**src/design/clock_cond_pkg.sv**
```systemverilog
/*
 Constants and carriers for the clock conditioner configuration bank.
 Assumes one 50 MHz system clock and 32-bit serial words whose low four bits address a register.
*/
package clock_cond_pkg;
  localparam int WORD_W = 32;
  localparam int ADDR_W = 4;
  localparam int NUM_REGS = 16;
  localparam int NUM_CH = 5;
  // Register indices
  localparam logic [3:0] IDX_CH0 = 4'h0;
  localparam logic [3:0] IDX_SOFT_RESET = 4'h7;
  localparam logic [3:0] IDX_TUNE = 4'hA;
  localparam logic [3:0] IDX_REF_IN = 4'hB;
  localparam logic [3:0] IDX_LOOP1 = 4'hC;
  localparam logic [3:0] IDX_LOOP2_GLOBAL = 4'hD;
  localparam logic [3:0] IDX_OSC_REFDIV = 4'hE;
  localparam logic [3:0] IDX_FB_VCODIV = 4'hF;
  // Field positions
  localparam int POS_SOFT_RESET = 4;
  localparam int POS_SWING = 23;
  localparam int POS_B_STATE = 21;
  localparam int POS_A_STATE = 19;
  localparam int POS_CH_EN = 16;
  localparam int POS_TUNE_WAIT = 29;
  localparam int POS_IN1_BUF = 11;
  localparam int POS_IN0_BUF = 10;
  localparam int POS_LOS_FREQ = 8;
  localparam int POS_SIGNAL_LOSS_OUTPUT_TYPE = 6;
  localparam int POS_REF_SEL = 4;
  localparam int POS_P1_POL = 31;
  localparam int POS_P1_GAIN = 28;
  localparam int POS_P1_R = 16;
  localparam int POS_P1_N = 4;
  localparam int POS_XTAL = 21;
  localparam int POS_VCO_BUF = 20;
  localparam int POS_GLOBAL_EN = 18;
  localparam int POS_PWR_DOWN = 17;
  localparam int POS_DOUBLER = 16;
  localparam int POS_P2_HIZ = 15;
  localparam int POS_P1_HIZ = 14;
  localparam int POS_OSC_FREQ = 21;
  localparam int POS_LD_SEL = 16;
  localparam int POS_P2_R = 4;
  localparam int POS_P2_GAIN = 26;
  localparam int POS_VCO_DIV = 22;
  localparam int POS_P2_N = 4;
  // Silicon default words, address nibble zero
  localparam logic [31:0] RST_CH_EDGE = 32'h0000_0000;
  localparam logic [31:0] RST_CH_MID = 32'h0008_0000;
  localparam logic [31:0] RST_CH2 = 32'h0009_0000;
  localparam logic [31:0] RST_RESERVED = 32'h0000_0000;
  localparam logic [31:0] RST_TUNE = 32'h2000_0000;
  localparam logic [31:0] RST_REF_IN = 32'h0000_0DC0;
  localparam logic [31:0] RST_LOOP1 = 32'hE001_0010;
  localparam logic [31:0] RST_LOOP2_GLOBAL = 32'h0004_0000;
  localparam logic [31:0] RST_OSC_REFDIV = 32'h191F_0010;
  localparam logic [31:0] RST_FB_VCODIV = 32'h0880_0010;

  typedef struct packed {
    logic clk;
    logic data;
    logic latch;
  } prog_pins_t;

  typedef struct packed {
    logic diff_swing_level_sel;
    logic [1:0] single_ended_b_state;
    logic [1:0] single_ended_a_state;
    logic channel_output_enable;
  } channel_cfg_t;

  typedef struct packed {
    logic ref_in1_buffer_type;
    logic ref_in0_buffer_type;
    logic [1:0] signal_loss_min_freq;
    logic [1:0] signal_loss_output_type;
    logic [1:0] reference_source_select;
  } ref_cfg_t;

  typedef struct packed {
    logic first_pump_polarity;
    logic [2:0] first_pump_gain;
    logic [11:0] first_ref_divider;
    logic [11:0] first_feedback_divider;
  } loop1_cfg_t;

  typedef struct packed {
    logic crystal_support_enable;
    logic vco_buffer_enable;
    logic global_output_enable;
    logic power_down;
    logic second_ref_doubler_enable;
    logic second_pump_hiz;
    logic first_pump_hiz;
    logic [7:0] osc_input_frequency;
    logic [4:0] lock_indicator_select;
    logic [11:0] second_ref_divider;
    logic [1:0] second_pump_gain;
    logic [3:0] vco_output_divider;
    logic [17:0] second_feedback_divider;
  } loop2_cfg_t;

  typedef enum logic {
    TUNE_IDLE,
    TUNE_WAIT_LOCK
  } tune_state_t;
endpackage

```
**src/design/clock_cond_regs.sv**
```systemverilog
/*
 Configuration register bank of a two-loop clock conditioner, written over a
 three-wire serial port (clock, data, latch), MSB first, address in bits 3:0.
 Assumes the serial pins are asynchronous to clk and toggle slower than clk/4.
*/
`timescale 1ns/1ps
`default_nettype none

// Notes on behaviour
// - Power on and reset request load every field with its silicon default.
// - Five identical channel registers, index 0 to 4, each steering its own output.
// - Channel bit 23 picks high differential swing, default standard swing.
// - Channels 1 to 3 hold output B state at 22:21, default inverted.
// - Channels 1 to 3 hold output A state at 20:19, default non-inverted.
// - Channel enable at bit 16, off by default except channel 2.
// - Register 10 bit 29, default 1, holds VCO tuning until first loop locks.
// - Register 11 bits 11 and 10 pick input buffer types, default MOS.
// - Register 11 bits 9:8 pick signal-loss minimum frequency, default 1.
// - Register 11 bits 7:6 pick signal-loss output type, default CMOS.
// - Register 11 bits 5:4 select reference source, default input 0.
// - Register 12 bit 31 sets first pump polarity, default positive.
// - Register 12 bits 30:28 set first pump gain, default 6.
// - First loop reference and feedback dividers at 27:16 and 15:4, default 1.
// - Register 13 doubler, crystal support and VCO buffer enables default off.
// - Register 13 global output enable bit 18 on, power down bit 17 off.
// - Register 13 pump high-impedance bits 15 and 14 default off.
// - Register 14 bits 28:21 give oscillator input frequency, default 200.
// - Register 14 lock pin select 20:16 default 31, second ref divider 15:4.
// - Register 15 pump gain, VCO divider and second feedback divider fields.
// - Writing reset bit in register 7 restores defaults and clears itself.
module clock_cond_regs
  import clock_cond_pkg::*;
(
  // System
  input wire logic clk,
  input wire logic rst_n,
  // Serial programming pins
  input wire prog_pins_t prog_pins,
  // First loop lock status
  input wire logic first_loop_locked,
  // Configuration outputs
  output var channel_cfg_t channel_cfg [NUM_CH],
  output var ref_cfg_t ref_cfg,
  output var loop1_cfg_t loop1_cfg,
  output var loop2_cfg_t loop2_cfg,
  output var logic tune_wait_for_lock,
  // VCO tuning trigger
  output logic tune_start
);

  function automatic logic [31:0] default_word(input logic [3:0] idx);
    logic [31:0] w;
    w = RST_RESERVED;
    case (idx)
      4'h0, 4'h4: w = RST_CH_EDGE;
      4'h1, 4'h3: w = RST_CH_MID;
      4'h2: w = RST_CH2;
      IDX_TUNE: w = RST_TUNE;
      IDX_REF_IN: w = RST_REF_IN;
      IDX_LOOP1: w = RST_LOOP1;
      IDX_LOOP2_GLOBAL: w = RST_LOOP2_GLOBAL;
      IDX_OSC_REFDIV: w = RST_OSC_REFDIV;
      IDX_FB_VCODIV: w = RST_FB_VCODIV;
      default: w = RST_RESERVED;
    endcase
    return w;
  endfunction

  function automatic logic hits(input logic wr, input logic [3:0] a, input logic [3:0] idx);
    return wr && (a == idx);
  endfunction

  // Pin synchronisers
  logic [2:0] sync_a;
  logic [2:0] sync_b;
  logic [2:0] hist;
  logic lock_a;
  logic lock_s;

  always_ff @(posedge clk or negedge rst_n)
  begin
    if (!rst_n)
    begin
      sync_a <= 3'h0;
      sync_b <= 3'h0;
      hist <= 3'h0;
      lock_a <= 1'b0;
      lock_s <= 1'b0;
    end
    else
    begin
      sync_a <= {prog_pins.clk, prog_pins.data, prog_pins.latch};
      sync_b <= sync_a;
      hist <= sync_b;
      lock_a <= first_loop_locked;
      lock_s <= lock_a;
    end
  end

  wire sclk_rise = sync_b[2] && !hist[2];
  wire sdata = sync_b[1];
  wire latch_rise = sync_b[0] && !hist[0];

  // Serial shift register
  logic [31:0] shift;

  always_ff @(posedge clk or negedge rst_n)
  begin
    if (!rst_n)
      shift <= 32'h0000_0000;
    else if (sclk_rise)
      shift <= {shift[30:0], sdata};
  end

  wire wr_en = latch_rise;
  wire [3:0] wr_addr = shift[3:0];
  wire [31:0] wr_word = {shift[31:4], 4'h0};
  wire soft_reset = hits(wr_en, wr_addr, IDX_SOFT_RESET) && shift[POS_SOFT_RESET];

  // Register storage
  logic [31:0] regs [NUM_REGS];

  genvar g;
  generate
    for (g = 0; g < NUM_REGS; g++)
    begin : g_reg
      localparam logic [3:0] IDX = 4'(g);
      always_ff @(posedge clk or negedge rst_n)
      begin
        if (!rst_n)
          regs[g] <= default_word(IDX);
        else if (soft_reset)
          regs[g] <= default_word(IDX);
        else if (hits(wr_en, wr_addr, IDX))
          regs[g] <= wr_word;
      end
    end
  endgenerate

  generate
    for (g = 0; g < NUM_CH; g++)
    begin : g_ch
      assign channel_cfg[g].diff_swing_level_sel = regs[g][POS_SWING];
      assign channel_cfg[g].single_ended_b_state = regs[g][POS_B_STATE+:2];
      assign channel_cfg[g].single_ended_a_state = regs[g][POS_A_STATE+:2];
      assign channel_cfg[g].channel_output_enable = regs[g][POS_CH_EN];
    end
  endgenerate

  wire [31:0] w_tune = regs[IDX_TUNE];
  wire [31:0] w_ref = regs[IDX_REF_IN];
  wire [31:0] w_l1 = regs[IDX_LOOP1];
  wire [31:0] w_l2 = regs[IDX_LOOP2_GLOBAL];
  wire [31:0] w_osc = regs[IDX_OSC_REFDIV];
  wire [31:0] w_fb = regs[IDX_FB_VCODIV];

  assign tune_wait_for_lock = w_tune[POS_TUNE_WAIT];
  assign ref_cfg.ref_in1_buffer_type = w_ref[POS_IN1_BUF];
  assign ref_cfg.ref_in0_buffer_type = w_ref[POS_IN0_BUF];
  assign ref_cfg.signal_loss_min_freq = w_ref[POS_LOS_FREQ+:2];
  assign ref_cfg.signal_loss_output_type = w_ref[POS_SIGNAL_LOSS_OUTPUT_TYPE+:2];
  assign ref_cfg.reference_source_select = w_ref[POS_REF_SEL+:2];
  assign loop1_cfg.first_pump_polarity = w_l1[POS_P1_POL];
  assign loop1_cfg.first_pump_gain = w_l1[POS_P1_GAIN+:3];
  assign loop1_cfg.first_ref_divider = w_l1[POS_P1_R+:12];
  assign loop1_cfg.first_feedback_divider = w_l1[POS_P1_N+:12];
  assign loop2_cfg.crystal_support_enable = w_l2[POS_XTAL];
  assign loop2_cfg.vco_buffer_enable = w_l2[POS_VCO_BUF];
  assign loop2_cfg.second_ref_doubler_enable = w_l2[POS_DOUBLER];
  assign loop2_cfg.global_output_enable = w_l2[POS_GLOBAL_EN];
  assign loop2_cfg.power_down = w_l2[POS_PWR_DOWN];
  assign loop2_cfg.second_pump_hiz = w_l2[POS_P2_HIZ];
  assign loop2_cfg.first_pump_hiz = w_l2[POS_P1_HIZ];
  assign loop2_cfg.osc_input_frequency = w_osc[POS_OSC_FREQ+:8];
  assign loop2_cfg.lock_indicator_select = w_osc[POS_LD_SEL+:5];
  assign loop2_cfg.second_ref_divider = w_osc[POS_P2_R+:12];
  assign loop2_cfg.second_pump_gain = w_fb[POS_P2_GAIN+:2];
  assign loop2_cfg.vco_output_divider = w_fb[POS_VCO_DIV+:4];
  assign loop2_cfg.second_feedback_divider = w_fb[POS_P2_N+:18];

  // VCO tuning trigger after feedback divider update
  tune_state_t state;
  tune_state_t next_state;
  logic next_tune_start;
  wire fb_write = hits(wr_en, wr_addr, IDX_FB_VCODIV) && !soft_reset;

  always_comb
  begin
    next_state = state;
    next_tune_start = 1'b0;
    case (state)
      TUNE_IDLE:
      begin
        if (fb_write && tune_wait_for_lock && !lock_s)
          next_state = TUNE_WAIT_LOCK;
        else if (fb_write)
          next_tune_start = 1'b1;
      end
      TUNE_WAIT_LOCK:
      begin
        if (soft_reset)
          next_state = TUNE_IDLE;
        else if (lock_s)
        begin
          next_state = TUNE_IDLE;
          next_tune_start = 1'b1;
        end
      end
      default: next_state = TUNE_IDLE;
    endcase
  end

  always_ff @(posedge clk or negedge rst_n)
  begin
    if (!rst_n)
    begin
      state <= TUNE_IDLE;
      tune_start <= 1'b0;
    end
    else
    begin
      state <= next_state;
      tune_start <= next_tune_start;
    end
  end

  // Incoming word as a channel and the first loop see it
  wire [5:0] wr_ch_fields = {wr_word[23:19], wr_word[16]};
  wire [27:0] wr_body = wr_word[31:4];
endmodule

`default_nettype wire

```
**config.mk**
```make
export PLATFORM = sky130hd
export DESIGN_NAME = clock_cond_regs
export DESIGN_NICKNAME = d
export VERILOG_FILES = /design/src/design/clock_cond_pkg.sv /design/src/design/clock_cond_regs.sv
export SDC_FILE = /design/constraint.sdc
export NUM_CORES = 1
export LEC_CHECK = 0
export BUFFER_PORTS_ARGS = -buffer_cell sky130_fd_sc_hd__buf_4
export CAP_MARGIN = 10
export CORE_ASPECT_RATIO = 1.5
export CORE_MARGIN = 3
export CORE_UTILIZATION = 40
export CTS_CLUSTER_SIZE = 30
export DETAILED_ROUTE_END_ITERATION = 12
export PLACE_DENSITY = 0.69
export SYNTH_ARGS = -nofsm -noshare
export SYNTH_HDL_FRONTEND = slang
export SYNTH_SLANG_ARGS = --single-unit
export TNS_END_PERCENT = 20
```
**constraint.sdc**
```tcl
create_clock -name clk -period 1.75 [get_ports clk]
set_clock_uncertainty 0.05 [all_clocks]
set_input_delay 0.4375 -clock clk [delete_from_list [all_inputs] [get_ports clk]]
set_output_delay 0.4375 -clock clk [all_outputs]
set_load 0.02 [all_outputs]
```
==> flow_summary.json <==
{
  "antenna_cells": 0,
  "synth_area_leaders": "dfrtp_1, dfstp_2, a22o_1, nand3_1, mux2_2",
  "dieArea_um2": 18200,
  "grt_pass1_vias": 5187,
  "hold_violations": 0,
  "grt_max_degree": 44,
  "synth_edf_count": 0,
  "synth_area_um2": 6640,
  "synthArstFlopShare_pct": 100,
  "clk_pin_slew_worst_paths_ns": 0.07,
  "gp_congestion": 0.846,
  "yosysUniqueCellTypes": 36,
  "start_util_pct": 40.8,
  "fmax_mhz": 569,
  "crit_buf_inv": 0,
  "start_kind": "flop",
  "ir_drop_mv": 0.863,
  "drc": 0,
  "finalCritPeriodShare_pct": 100,
  "fin_tns_setup_ns": -0.0141,
  "dr.pass1.iters": 5,
  "die_x_um": 111,
  "post_cts_buffers": 0,
  "drtIter0Drc": 369,
  "crit_path_max_incr_delay_ns": 0.63,
  "drive_gt1_share_pct": 39.7,
  "pre_cts_ws_ns": -0.0357,
  "clk_path_buf_depth": 2,
  "dp_hpwl_um": 12400,
  "syn_avg_cell_area_um2": 12.3,
  "antenna_found_initial": 0,
  "grt_use_total_pct": 20.2,
  "netlist_instances": 541,
  "end_kind": "flop",
  "p_leak_uw": 0.00412,
  "tightest_slew_ns": 0.793,
  "synth_ff_type": "dfrtp_1",
  "final_max_slew_viol_count": 0,
  "stdcell_count": 893,
  "hold_ws_ns": 0.0785,
  "crit_slowest_cell": "a22oi_4",
  "clk_latency_ns": 0.42,
  "core-area_um2": 16300,
  "placed_cells": 860,
  "die_h_um": 164,
  "final_cell_area_um2": 8590,
  "setup_viol": 4,
  "vias_per_cell": 5.71,
  "min_path_type": "primary input to flop",
  "period_needed_ns": 1.76,
  "gr-total-overflow": 0,
  "crit_chain": "and4b_2, a22oi_4, a22o_1",
  "power.density_nw_per_um2": 1380,
  "status": "complete, but fails checks",
  "vias": 5097,
  "syn_to_final_growth_pct": 29.4,
  "yosysSeqAreaShare_pct": 63.5,
  "rows": 57,
  "fin_ws_ns": -0.00601,
  "crit_fanout": 23,
  "synth_top_cell_by_area": "dfrtp_1",
  "h-tree-depth": 4,
  "root_buffer": "clkbuf_16",
  "crit_arrival_ns": 2.05,
  "place_area_um2": 7980,
  "nets": 680,
  "yosysWarnings": 0,
  "worstPathRequired_ns": 2.05,
  "criticalPathCategory": "flop to flop",
  "ioPinCount": 130,
  "cts-buffers-inserted": 17,
  "routedWlPerCell_um": 20.5,
  "synth_top_area_share_pct": 52.4,
  "crit_family": "compound AO/OA/AOI/OAI gates",
  "io_buffers": 129,
  "ant_nets": 0,
  "synth_nets": 547,
  "grt_pass1_wl_um": 28900,
  "rsz0062_at_grt": "yes",
  "timing.slew.headroom_pct": 47.2,
  "clock_sinks": 167,
  "violations": "negative setup slack",
  "synth-seq-cells": 167,
  "maxCapViolations": 0,
  "tritoncts": "yes",
  "wirelength_um": 18300
}
-- worst reg2reg max path: stages (launching register included) --
cell	delay, ns
dfrtp_1	0.46
and4b_2	0.31
a22oi_4	0.63
a22o_1	0.24
-- flip-flops by register name, indices dropped and copies added (netlist names), 2 cells and up --
name / cells
sync_a: 3
w_osc: 25
shift: 32
hist: 2
w_l2: 7
sync_b: 3
channel_cfg: 30
w_fb: 24
w_l1: 28
w_ref: 8
-- per-layer routing --
| layer | wire (µm) | GRT usage [%] |
|---|---|---|
| met1 | 7450 | 25.4 |
| met2 | 9340 | 34.4 |
| met3 | 1120 | 5.05 |
| met4 | 394 | 6.75 |
| met5 | 0 | 0 |
-- worst paths after layout --
kind | start | slack [ns] | cells past startpoint | to
worst min register to register | sync_a[1] | 0.30 | 0 | sync_b[1]
max in group asynchronous | rst_n | 0.54 | 3 | w_fb[23]
min in group asynchronous | rst_n | 0.45 | 2 | sync_a[0]
worst max-delay path | sync_b[0] | -0.006 | 3 | w_l1[9]
worst max register to register | sync_b[0] | -0.006 | 3 | w_l1[9]
worst min-delay path | first_loop_locked | 0.08 | 1 | lock_a
-- stage by stage --
stage	utilization [%]	total power, µW
after floorplan	-	6800
after global placement	49.1	8140
after detailed placement	49.1	8210
after CTS	52.7	11900
after global routing	52.8	12300
final	52.8	11800
-- kinds of logic (layout without fill, tap and decap cells) --
| kind of cell | Yosys count | count (layout) | share of synthesized area, % |
|---|---|---|---|
| flip-flops | 167 | 167 | 63.5 |
| buffers and inverters | 55 | 201 | 4.28 |
| multiplexers | 32 | 32 | 5.43 |
| AND/OR/NAND/NOR | 110 | 110 | 9.46 |
| AO/OA/AOI/OAI | 177 | 177 | 17.3 |
-- cells in the mapped netlist, types with 4 or more instances --
cell type,count
a22o_1,50
mux2_2,30
buf_2,23
o21ai_1,21
nand3_1,84
dfstp_2,28
a21oi_1,46
nand2_1,4
inv_1,4
buf_6,5
dfrtp_1,139
clkbuf_1,20
o21ai_0,46
o22a_1,5
-- where the power goes --
part	switching, µW	total (µW)	leakage (µW)	internal [µW]
registers	603	5300	0.00218	4690
logic	1640	2870	0.00167	1230
clock network	1610	3650	0.000274	2040
total	3860	11800	0.00412	7960
-- area by class of cell --
| class | instances | area (µm²) |
|---|---|---|
| clock buffers | 19 | 443 |
| clock inverters | 13 | 134 |
| fillers | 1421 | 7670 |
| inverters | 4 | 15.0 |
| multi-input cells | 319 | 2170 |
| flip-flops and latches | 167 | 4220 |
| well taps | 206 | 258 |
| repair buffers | 165 | 1350 |
-- cell usage in the layout, fill, tap and decap left out, types with 3 or more instances in the layout --
cell / count
mux2_2: 30
a22o_1: 50
buf_4: 154
inv_1: 4
clkbuf_16: 17
o22a_1: 5
clkinvlp_4: 3
buf_12: 8
a21oi_1: 46
nand3_1: 84
o21ai_1: 21
nand2_1: 4
inv_6: 6
dfstp_2: 28
o21ai_0: 46
nor2_2: 3
dfrtp_2: 4
a2bb2oi_1: 3
dfrtp_1: 135
-- what timing repair did --
action	in CTS	in global routing
endpoints found under the setup margin	31	58
resized for setup	4	6
hold buffers	1	0
pin swaps	1	24
endpoints found under the hold margin	24	0
(Power assumes the default switching activity.)
